--- src/verilog/gdf_pkg.sv ---
// Package for the gate driver fault report mask block.
// Assumes a single 40 MHz clock domain and one register write port.
package gdf_pkg;

  // ----------------------------------------------------------------
  // Register selection and widths
  // ----------------------------------------------------------------
  localparam int GDF_REG_W = 16;
  localparam logic GDF_SEL_MASKS = 1'h0;    // fault_pin_report_masks
  localparam logic GDF_SEL_FAILSAFE = 1'h1; // failsafe_output_states

  // ----------------------------------------------------------------
  // Reset values
  // ----------------------------------------------------------------
  localparam logic [15:0] GDF_MASKS_RST = 16'h8940;
  localparam logic [15:0] GDF_FAILSAFE_RST = 16'hC008;

  // ----------------------------------------------------------------
  // fault_pin_report_masks field positions
  // ----------------------------------------------------------------
  localparam int GDF_M_SPARE = 15;
  localparam int GDF_M_SHORT = 14;
  localparam int GDF_M_OVERCUR = 13;
  localparam int GDF_M_GM_HI = 12;
  localparam int GDF_M_GM_LO = 11;
  localparam int GDF_M_UNDERV = 10;
  localparam int GDF_M_OVERV = 9;
  localparam int GDF_M_SW_OT = 8;
  localparam int GDF_M_DRV_OT = 7;
  localparam int GDF_M_LINK = 6;
  localparam int GDF_M_CFG_CRC = 5;
  localparam int GDF_M_TRIM_CRC = 4;
  localparam int GDF_M_REG = 3;
  localparam int GDF_M_SELF_TEST = 2;
  localparam int GDF_M_ILIMIT = 1;
  localparam int GDF_M_CLK_MON = 0;

  // ----------------------------------------------------------------
  // failsafe_output_states field positions
  // ----------------------------------------------------------------
  localparam int GDF_F_OTW_EN = 15;
  localparam int GDF_F_RESERVED = 10;
  localparam int GDF_F_GM_HI = 3;
  localparam int GDF_F_GM_LO = 2;

  // ----------------------------------------------------------------
  // Checksum and encodings
  // ----------------------------------------------------------------
  localparam logic [7:0] GDF_CRC_POLY = 8'h07;
  localparam logic [7:0] GDF_CRC_INIT = 8'hFF;

  typedef enum logic [1:0] {
    GDF_GM_MASKED = 2'b00,
    GDF_GM_ALARM = 2'b01,
    GDF_GM_WARN = 2'b10,
    GDF_GM_LIVE = 2'b11
  } gdf_gm_route_e;

  typedef enum logic [1:0] {
    GDF_FS_LOW = 2'b00,
    GDF_FS_HIGH = 2'b01,
    GDF_FS_HIZ = 2'b10,
    GDF_FS_NONE = 2'b11
  } gdf_failsafe_e;

endpackage

--- src/verilog/gdf_config_crc.sv ---
// Checksum over the two configuration registers.
// Assumes registered inputs from the owning block, same clock and reset.
`timescale 1ns/1ps
module gdf_config_crc
  import gdf_pkg::*;
#(
  parameter int DATA_W = 32
) (
  // Clock and reset
  input wire logic clk_in,
  input wire logic rst_in,
  // Data covered
  input wire logic [DATA_W-1:0] data_in,
  // Checksum
  output logic [7:0] crc_out
);

  // ----------------------------------------------------------------
  // Checks and checksum function
  // ----------------------------------------------------------------
  if (DATA_W < 8) begin : g_bad_data_w
    $error("gdf_config_crc: DATA_W below 8");
  end

  function automatic logic [7:0] gdf_crc8(input logic [DATA_W-1:0] d);
    logic [7:0] c;
    c = GDF_CRC_INIT;
    for (int i = DATA_W - 1; i >= 0; i--) begin
      if (c[7] ^ d[i]) begin
        c = {c[6:0], 1'b0} ^ GDF_CRC_POLY;
      end else begin
        c = {c[6:0], 1'b0};
      end
    end
    return c;
  endfunction

  // Checksum state
  typedef struct packed {
    logic [7:0] crc;
  } gdf_crc_s;

  gdf_crc_s st;
  gdf_crc_s next_st;

  // Next checksum from the covered registers
  always_comb begin
    next_st = st;
    next_st.crc = gdf_crc8(data_in);
  end

  // Registered checksum, zero while in reset
  always_ff @(posedge clk_in or posedge rst_in) begin
    if (rst_in) begin
      st <= '0;
    end else begin
      st <= next_st;
    end
  end

  assign crc_out = st.crc;

endmodule

--- src/verilog/gdf_fault_report.sv ---
// Fault report routing for the secondary side of a gate driver.
// Assumes fault detector levels synchronous to clk_in and a register
// write port driven by the serial configuration logic.
`timescale 1ns/1ps
module gdf_fault_report
  import gdf_pkg::*;
#(
  parameter int REG_W = GDF_REG_W
) (
  // Clock and reset
  input wire logic clk_in,
  input wire logic rst_in,
  // Register port
  input wire logic cfg_wr_in,
  input wire logic cfg_wr_sel_in,
  input wire logic [REG_W-1:0] cfg_wdata_in,
  input wire logic cfg_rd_sel_in,
  input wire logic cfg_fault_clr_in,
  output logic [REG_W-1:0] cfg_rdata_out,
  // Fault detector levels
  input wire logic short_circuit_in,
  input wire logic overcurrent_in,
  input wire logic gate_monitor_in,
  input wire logic gate_voltage_high_in,
  input wire logic supply_undervoltage_in,
  input wire logic supply_overvoltage_in,
  input wire logic switch_overtemp_in,
  input wire logic driver_overtemp_in,
  input wire logic driver_overtemp_warn_in,
  input wire logic internal_link_in,
  input wire logic config_checksum_in,
  input wire logic trim_checksum_in,
  input wire logic internal_regulator_in,
  input wire logic self_test_in,
  input wire logic regulator_ilimit_in,
  input wire logic clock_monitor_in,
  // Fault pins
  output logic fault_alarm_n_out,
  output logic fault_warning_n_out,
  // Protective actions and status
  output logic secondary_shutdown_out,
  output logic gate_monitor_failsafe_active_out,
  output logic [1:0] gate_monitor_failsafe_state_out,
  output logic driver_overtemp_warning_out,
  output logic config_fault_out,
  output logic [13:0] detected_faults_out,
  output logic [7:0] secondary_config_checksum_out
);

  // ----------------------------------------------------------------
  // Parameter check
  // ----------------------------------------------------------------
  if (REG_W != GDF_REG_W) begin : g_bad_reg_w
    $error("gdf_fault_report: REG_W must be 16");
  end

  // ----------------------------------------------------------------
  // State
  // ----------------------------------------------------------------
  typedef struct packed {
    logic [15:0] masks;
    logic [15:0] failsafe;
    logic cfg_fault;
    logic alarm_n;
    logic warn_n;
    logic shutdown;
    logic gm_act;
    logic [1:0] gm_state;
    logic otw;
    logic [13:0] raw;
    logic [15:0] rdata;
  } gdf_state_s;

  localparam gdf_state_s GDF_STATE_RST = '{
    masks: GDF_MASKS_RST,
    failsafe: GDF_FAILSAFE_RST,
    cfg_fault: 1'h0,
    alarm_n: 1'h1,
    warn_n: 1'h1,
    shutdown: 1'h0,
    gm_act: 1'h0,
    gm_state: GDF_FS_NONE,
    otw: 1'h0,
    raw: 14'h0000,
    rdata: 16'h0000
  };

  gdf_state_s st;
  gdf_state_s next_st;
  gdf_gm_route_e gm_route;
  logic cfg_crc_fault;
  logic alarm;
  logic warn;

  // Report route decode, used for pin logic and checks
  function automatic gdf_gm_route_e gdf_route(input logic [15:0] m);
    return gdf_gm_route_e'(m[GDF_M_GM_HI:GDF_M_GM_LO]);
  endfunction

  assign gm_route = gdf_route(st.masks);
  // Checksum fault from outside or reserved-bit write
  assign cfg_crc_fault = config_checksum_in | st.cfg_fault;

  // ----------------------------------------------------------------
  // Alarm and warning combination
  // ----------------------------------------------------------------
  always_comb begin
    alarm = 1'b0;
    warn = 1'b0;
    alarm = alarm | (short_circuit_in & ~st.masks[GDF_M_SHORT]);
    alarm = alarm | (overcurrent_in & ~st.masks[GDF_M_OVERCUR]);
    case (gm_route)
      GDF_GM_MASKED: begin
      end
      GDF_GM_ALARM: alarm = alarm | gate_monitor_in;
      GDF_GM_WARN: warn = warn | gate_monitor_in;
      GDF_GM_LIVE: warn = warn | gate_voltage_high_in;
      default: begin
      end
    endcase
    alarm = alarm
      | (supply_undervoltage_in & ~st.masks[GDF_M_UNDERV]);
    alarm = alarm
      | (supply_overvoltage_in & ~st.masks[GDF_M_OVERV]);
    alarm = alarm | (switch_overtemp_in & st.masks[GDF_M_SW_OT]);
    alarm = alarm | (driver_overtemp_in & ~st.masks[GDF_M_DRV_OT]);
    alarm = alarm | (internal_link_in & st.masks[GDF_M_LINK]);
    alarm = alarm | (cfg_crc_fault & ~st.masks[GDF_M_CFG_CRC]);
    // Trim checksum drives both pins
    alarm = alarm | (trim_checksum_in & ~st.masks[GDF_M_TRIM_CRC]);
    warn = warn | (trim_checksum_in & ~st.masks[GDF_M_TRIM_CRC]);
    alarm = alarm | (internal_regulator_in & ~st.masks[GDF_M_REG]);
    alarm = alarm | (self_test_in & ~st.masks[GDF_M_SELF_TEST]);
    warn = warn | (self_test_in & ~st.masks[GDF_M_SELF_TEST]);
    alarm = alarm | (regulator_ilimit_in & ~st.masks[GDF_M_ILIMIT]);
    alarm = alarm | (clock_monitor_in & ~st.masks[GDF_M_CLK_MON]);
  end

  // ----------------------------------------------------------------
  // Next state
  // ----------------------------------------------------------------
  always_comb begin
    next_st = st;
    // Register writes; spare bits store like any other bit
    if (cfg_wr_in && cfg_wr_sel_in == GDF_SEL_MASKS) begin
      next_st.masks = cfg_wdata_in;
    end
    if (cfg_wr_in && cfg_wr_sel_in == GDF_SEL_FAILSAFE) begin
      next_st.failsafe = cfg_wdata_in;
    end
    // Sticky config fault, set wins over clear
    if (cfg_fault_clr_in) begin
      next_st.cfg_fault = 1'b0;
    end
    if (cfg_wr_in && cfg_wr_sel_in == GDF_SEL_FAILSAFE
        && cfg_wdata_in[GDF_F_RESERVED]) begin
      next_st.cfg_fault = 1'b1;
    end
    // Pins, active low
    next_st.alarm_n = ~alarm;
    next_st.warn_n = ~warn;
    // Protective shutdown ignores the report mask
    next_st.shutdown = driver_overtemp_in;
    // Gate monitor failsafe action
    next_st.gm_act = gate_monitor_in;
    if (gate_monitor_in) begin
      next_st.gm_state =
        st.failsafe[GDF_F_GM_HI:GDF_F_GM_LO];
    end else begin
      next_st.gm_state = GDF_FS_NONE;
    end
    next_st.otw = driver_overtemp_warn_in
      & st.failsafe[GDF_F_OTW_EN];
    // Raw detection, unaffected by masks
    next_st.raw = {short_circuit_in, overcurrent_in, gate_monitor_in,
      supply_undervoltage_in, supply_overvoltage_in, switch_overtemp_in,
      driver_overtemp_in, internal_link_in, cfg_crc_fault,
      trim_checksum_in, internal_regulator_in, self_test_in,
      regulator_ilimit_in, clock_monitor_in};
    // Read data
    if (cfg_rd_sel_in == GDF_SEL_MASKS) begin
      next_st.rdata = st.masks;
    end else begin
      next_st.rdata = st.failsafe;
    end
  end

  // State register
  always_ff @(posedge clk_in or posedge rst_in) begin
    if (rst_in) begin
      st <= GDF_STATE_RST;
    end else begin
      st <= next_st;
    end
  end

  // ----------------------------------------------------------------
  // Outputs and checksum
  // ----------------------------------------------------------------
  assign cfg_rdata_out = st.rdata;
  assign fault_alarm_n_out = st.alarm_n;
  assign fault_warning_n_out = st.warn_n;
  assign secondary_shutdown_out = st.shutdown;
  assign gate_monitor_failsafe_active_out = st.gm_act;
  assign gate_monitor_failsafe_state_out = st.gm_state;
  assign driver_overtemp_warning_out = st.otw;
  assign config_fault_out = st.cfg_fault;
  assign detected_faults_out = st.raw;

  // Checksum covers both registers, spare bits included
  gdf_config_crc #(
    .DATA_W(32)
  ) u_crc (
    .clk_in(clk_in),
    .rst_in(rst_in),
    .data_in({st.masks, st.failsafe}),
    .crc_out(secondary_config_checksum_out)
  );

  // ----------------------------------------------------------------
  // Assertions
  // ----------------------------------------------------------------
  a_spare_no_fault: assert property (
    @(posedge clk_in) disable iff (rst_in)
    (cfg_wr_in && cfg_wr_sel_in == GDF_SEL_MASKS && !st.cfg_fault)
      |=> !st.cfg_fault)
    else $error("mask write raised config fault");

  a_short_report: assert property (
    @(posedge clk_in) disable iff (rst_in)
    (short_circuit_in && !st.masks[GDF_M_SHORT]) |=> !fault_alarm_n_out)
    else $error("short circuit not on alarm pin");

  a_overcur_report: assert property (
    @(posedge clk_in) disable iff (rst_in)
    (overcurrent_in && !st.masks[GDF_M_OVERCUR]) |=> !fault_alarm_n_out)
    else $error("overcurrent not on alarm pin");

  a_gm_live_warn: assert property (
    @(posedge clk_in) disable iff (rst_in)
    (gm_route == GDF_GM_LIVE && gate_voltage_high_in)
      |=> !fault_warning_n_out)
    else $error("live gate state missing on warning pin");

  a_gm_alarm_route: assert property (
    @(posedge clk_in) disable iff (rst_in)
    (gm_route == GDF_GM_ALARM && gate_monitor_in) |=> !fault_alarm_n_out)
    else $error("gate monitor fault missing on alarm pin");

  a_underv_report: assert property (
    @(posedge clk_in) disable iff (rst_in)
    (supply_undervoltage_in && !st.masks[GDF_M_UNDERV])
      |=> !fault_alarm_n_out)
    else $error("undervoltage not on alarm pin");

  a_overv_report: assert property (
    @(posedge clk_in) disable iff (rst_in)
    (supply_overvoltage_in && !st.masks[GDF_M_OVERV])
      |=> !fault_alarm_n_out)
    else $error("overvoltage not on alarm pin");

  a_sw_ot_inverted: assert property (
    @(posedge clk_in) disable iff (rst_in)
    (switch_overtemp_in && st.masks[GDF_M_SW_OT]) |=> !fault_alarm_n_out)
    else $error("switch overtemp not reported");

  a_drv_ot_report: assert property (
    @(posedge clk_in) disable iff (rst_in)
    (driver_overtemp_in && !st.masks[GDF_M_DRV_OT]) |=> !fault_alarm_n_out)
    else $error("driver overtemp not on alarm pin");

  a_shutdown_always: assert property (
    @(posedge clk_in) disable iff (rst_in)
    driver_overtemp_in |=> secondary_shutdown_out)
    else $error("driver overtemp did not shut down");

  a_link_inverted: assert property (
    @(posedge clk_in) disable iff (rst_in)
    (internal_link_in && st.masks[GDF_M_LINK]) |=> !fault_alarm_n_out)
    else $error("link fault not reported");

  a_cfg_crc_report: assert property (
    @(posedge clk_in) disable iff (rst_in)
    (cfg_crc_fault && !st.masks[GDF_M_CFG_CRC]) |=> !fault_alarm_n_out)
    else $error("config checksum fault not on alarm pin");

  a_trim_both: assert property (
    @(posedge clk_in) disable iff (rst_in)
    (trim_checksum_in && !st.masks[GDF_M_TRIM_CRC])
      |=> (!fault_alarm_n_out && !fault_warning_n_out))
    else $error("trim checksum fault not on fault pins");

  a_regulator_report: assert property (
    @(posedge clk_in) disable iff (rst_in)
    (internal_regulator_in && !st.masks[GDF_M_REG]) |=> !fault_alarm_n_out)
    else $error("regulator fault not on alarm pin");

  a_self_test_both: assert property (
    @(posedge clk_in) disable iff (rst_in)
    (self_test_in && !st.masks[GDF_M_SELF_TEST])
      |=> (!fault_alarm_n_out && !fault_warning_n_out))
    else $error("self test fault not on both pins");

  a_ilimit_report: assert property (
    @(posedge clk_in) disable iff (rst_in)
    (regulator_ilimit_in && !st.masks[GDF_M_ILIMIT]) |=> !fault_alarm_n_out)
    else $error("current limit fault not on alarm pin");

  a_clk_mon_report: assert property (
    @(posedge clk_in) disable iff (rst_in)
    (clock_monitor_in && !st.masks[GDF_M_CLK_MON]) |=> !fault_alarm_n_out)
    else $error("clock monitor fault not on alarm pin");

  a_gm_failsafe: assert property (
    @(posedge clk_in) disable iff (rst_in)
    gate_monitor_in |=> (gate_monitor_failsafe_state_out
      == $past(st.failsafe[GDF_F_GM_HI:GDF_F_GM_LO])))
    else $error("gate monitor failsafe state wrong");

  a_otw_gate: assert property (
    @(posedge clk_in) disable iff (rst_in)
    !st.failsafe[GDF_F_OTW_EN] |=> !driver_overtemp_warning_out)
    else $error("overtemp warning passed while disabled");

  a_raw_kept: assert property (
    @(posedge clk_in) disable iff (rst_in)
    short_circuit_in |=> detected_faults_out[13])
    else $error("masked fault lost from detection");

  c_alarm_pin: cover property (@(posedge clk_in) disable iff (rst_in)
    $fell(fault_alarm_n_out));
  c_warn_pin: cover property (@(posedge clk_in) disable iff (rst_in)
    $fell(fault_warning_n_out));
  c_masked_short: cover property (@(posedge clk_in) disable iff (rst_in)
    short_circuit_in && st.masks[GDF_M_SHORT]);
  c_reserved_write: cover property (@(posedge clk_in) disable iff (rst_in)
    $rose(config_fault_out));

endmodule

--- config.mk ---
export PLATFORM = sky130hd
export DESIGN_NAME = gdf_fault_report
export DESIGN_NICKNAME = d
export VERILOG_FILES = /design/src/verilog/gdf_pkg.sv /design/src/verilog/gdf_config_crc.sv /design/src/verilog/gdf_fault_report.sv
export SDC_FILE = /design/constraint.sdc
export NUM_CORES = 1
export LEC_CHECK = 0
export BUFFER_PORTS_ARGS = -buffer_cell sky130_fd_sc_hd__buf_4
export CORE_MARGIN = 2
export CORE_UTILIZATION = 25
export CTS_CLUSTER_SIZE = 10
export DETAILED_ROUTE_END_ITERATION = 12
export GPL_ROUTABILITY_DRIVEN = 0
export MAX_ROUTING_LAYER = met4
export SLEW_MARGIN = 20
export SYNTH_ARGS = -nofsm -noshare
export SYNTH_HDL_FRONTEND = slang
export SYNTH_SLANG_ARGS = --single-unit
--- constraint.sdc ---
create_clock -name clk_in -period 5.45 [get_ports clk_in]
set_clock_uncertainty 0.15 [all_clocks]
set_input_delay 1.09 -clock clk_in [delete_from_list [all_inputs] [get_ports clk_in]]
set_output_delay 1.09 -clock clk_in [all_outputs]
set_load 0.005 [all_outputs]
==> results.md <==
- Yosys cell types: 32
- Crit path launch type: register
- Hold depth: 2
- Crit path capture type: register
- Worst-Skew Late Latency: 0.34 ns
- Final instance area: 0.004622 mm2
- Largest net degree at the start of global routing: 41
- CP Data Arrival Time: 2.79 ns
- Top cells by area, synth: dfrtp_1, mux2_2, xnor2_1, dfstp_2, buf_4
- Placeable Area: 0.01453 mm2
- Hpwl dp: 6443 um
- Psw: 821.8 uW
- DRC viols: 0
- R2R cell count: 7
- Area share of the largest cell type after synthesis: 43.83%
- Clock power frac: 23.9%
- Internal Power: 1.898 mW
- Final core occ: 31.80%
- Final WS setup: 2.731 ns
- Final nets: 371
- Die X: 125.8 um
- CTS Sinks: 76
- Total power: 2.720 mW
- Clk slew on worst S/H paths: 0.06 ns
- Pre-antenna DRT Iters: 4
- Post-CTS setup buffer count: 0
- Layout Cells excl Fill: 519
- Total number of vias: 2120
- Outcome: completed
- CTS Buffer Depth: 2
- R2R Setup Slk: 2.73 ns
- Total congestion overflow: 0
- Cts hold-fix bufs: 0
- RSZ-0062 raised after global routing: no
- Synthesized net count: 316
- Worst Path Max Fanout: 5
- Initial antenna violation count: 0
- Vias in the first global route: 2296
- Layout cells sized above 1: 46.57%
- Fin. max-slew vios: 0
- Pwr dens: 588.4 mW/mm2
- Area grow syn2layout: 24.54%
- Area post-placement: 0.004292 mm2
- Row Count: 44
- Post-Place Worst Slack: 2.735 ns
- Die Y: 125.8 um
- Worst VDD drop: 297.4 uV
- Area leader, netlist: dfrtp_1
- Lkg Pwr: 2.122 nW
- WL final: 8396 um
- Worst Hold Class: reg2reg
- Hold Violations, Final: 0
- FF+latch count, synth: 76
- Setup CP Type: reg2reg
- CTS H-tree lvls: 3
- DRT iter0 DRCs: 76
- Share of total power in sequential cells: 28.8%
- Slew headroom: 46.38%
- Synthesized area: 0.003711 mm2
- Placed cells: 503
- Fill count: 1497
- N_diodes: 0
- Tcrit/Tclk final: 49.89%
- Root Buffer: clkbuf_16
- Die area: 0.01583 mm2
- GRT Util Overall: 11.23%
- Most common cell after layout, fill and taps aside: buf_4
- Sw frac: 30.22%
- Fin Setup TNS: 0 ns
- Routed Antenna Nets: 0
- Initial core utilization: 25.53%
- Most frequent cells in the layout: buf_4, dfrtp_1, xnor2_1
- Syn Inst Count: 275
- Finish-stage setup viols: 0
- WL/cell: 16.18 um
- CTS Buf Count: 9
- Post-cts gate resize count: 0
- Yosys warnings: 0
- First-pass GRT wire length: 13000 um
- Mapped Avg Cell Area: 13.49 um2
- Number of port buffers: 83
- CP required: 5.52 ns
- Slew @ Worst Pin: 0.8023 ns
- Min Tclk post-route: 2.719 ns
- Maximum capacitance violations: 0
- CTS tree: done
- Ports: 84
- Comb pwr share: 47.2%
- Fmax achieved: 367.7 MHz
- Sequential share of the synthesized area: 51.62%
- Worst hold slack: 0.3675 ns
- Via density: 4.085
flip-flops by register name, indices dropped and copies added (netlist names):
name / count
detected_faults_out: 14
config_fault_out: 1
driver_overtemp_warning_out: 1
cfg_rdata_out: 16
u_crc.crc_out: 8
gm_route: 2
fault_alarm_n_out: 1
gate_monitor_failsafe_state_out: 2
st: 30
fault_warning_n_out: 1
final timing paths:
path / from / to
min: config_fault_out / detected_faults_out[5]
min in group asynchronous: rst_in / config_fault_out
max in group asynchronous: rst_in / st[62]
max: gm_route[0] / u_crc.crc_out[1]
max reg2reg: gm_route[0] / u_crc.crc_out[1]
min reg2reg: config_fault_out / detected_faults_out[5]
worst max-delay path, cell delays in order (launching register included):
cell and delay, ns:
dfstp_2 0.59, inv_1 0.08, ha_1 0.29, xnor3_2 0.31
xnor3_1 0.40, xnor3_2 0.27, xnor3_1 0.37, xnor2_1 0.14
metal layers:
metal	vias up	global-route usage, %	share of wire (%)
met4	0	3.555	1.6
met1	1053	14.05	44
met5	-	-	0
met2	74	17.17	47
li1	983	-	-
met3	10	3.908	7.1
synth_stat cells:
cell	instances
inv_1	13
clkbuf_2	1
nand2_1	13
xor3_1	1
buf_6	1
xnor3_1	9
xnor3_2	5
nand2b_1	3
a222oi_1	1
ha_1	3
xor2_1	8
o211a_1	1
a22oi_1	1
o22ai_1	2
buf_1	1
nor2_1	1
dfstp_2	11
xnor2_1	40
o21ai_0	11
mux2_2	37
o221ai_1	1
buf_2	1
and3_1	1
nand3_1	1
dfrtp_1	65
nor2b_1	2
buf_4	33
a221oi_1	1
and2_1	1
a2111oi_0	1
clkbuf_1	4
xnor2_2	1
logic make-up (layout without fill, tap and decap cells):
| kind of cell | Yosys count | count (layout) | share of synthesized area (%) |
|---|---|---|---|
| DFF | 76 | 76 | 51.62 |
| xor gates and xnor gates | 64 | 64 | 21.07 |
| buffers and inverters | 54 | 114 | 9.069 |
| muxes | 37 | 37 | 11.23 |
| and+or+nand+nor | 22 | 22 | 2.731 |
| AOI/OAI and AO/OA | 19 | 19 | 3.270 |
| adders and majority gates | 3 | 3 | 1.012 |
power groups by stage:
| stage | sequential [mW] | clock [mW] | combinational [mW] |
|---|---|---|---|
| finish | 0.784 | 0.650 | 1.28 |
| global route | 0.799 | 0.691 | 1.39 |
| CTS | 0.790 | 0.670 | 1.31 |
| detailed placement | 0.798 | 0 | 1.30 |
| global placement | 0.796 | 0 | 1.28 |
| floorplan | 0.757 | 0 | 1.07 |
layout make-up:
type / instances / area (um2) / share of cell area, %
Sequential cell: 76 / 1916 / 41.45
Clock buffer: 9 / 225.2 / 4.873
Clock inverter: 7 / 105.1 / 2.274
Tap cell: 184 / 230.2 / 4.981
Multi-Input combinational cell: 145 / 1459 / 31.56
Timing Repair Buffer: 85 / 638.1 / 13.81
Inverter: 13 / 48.80 / 1.056
Note: power is estimated with default switching activity, not from simulation.
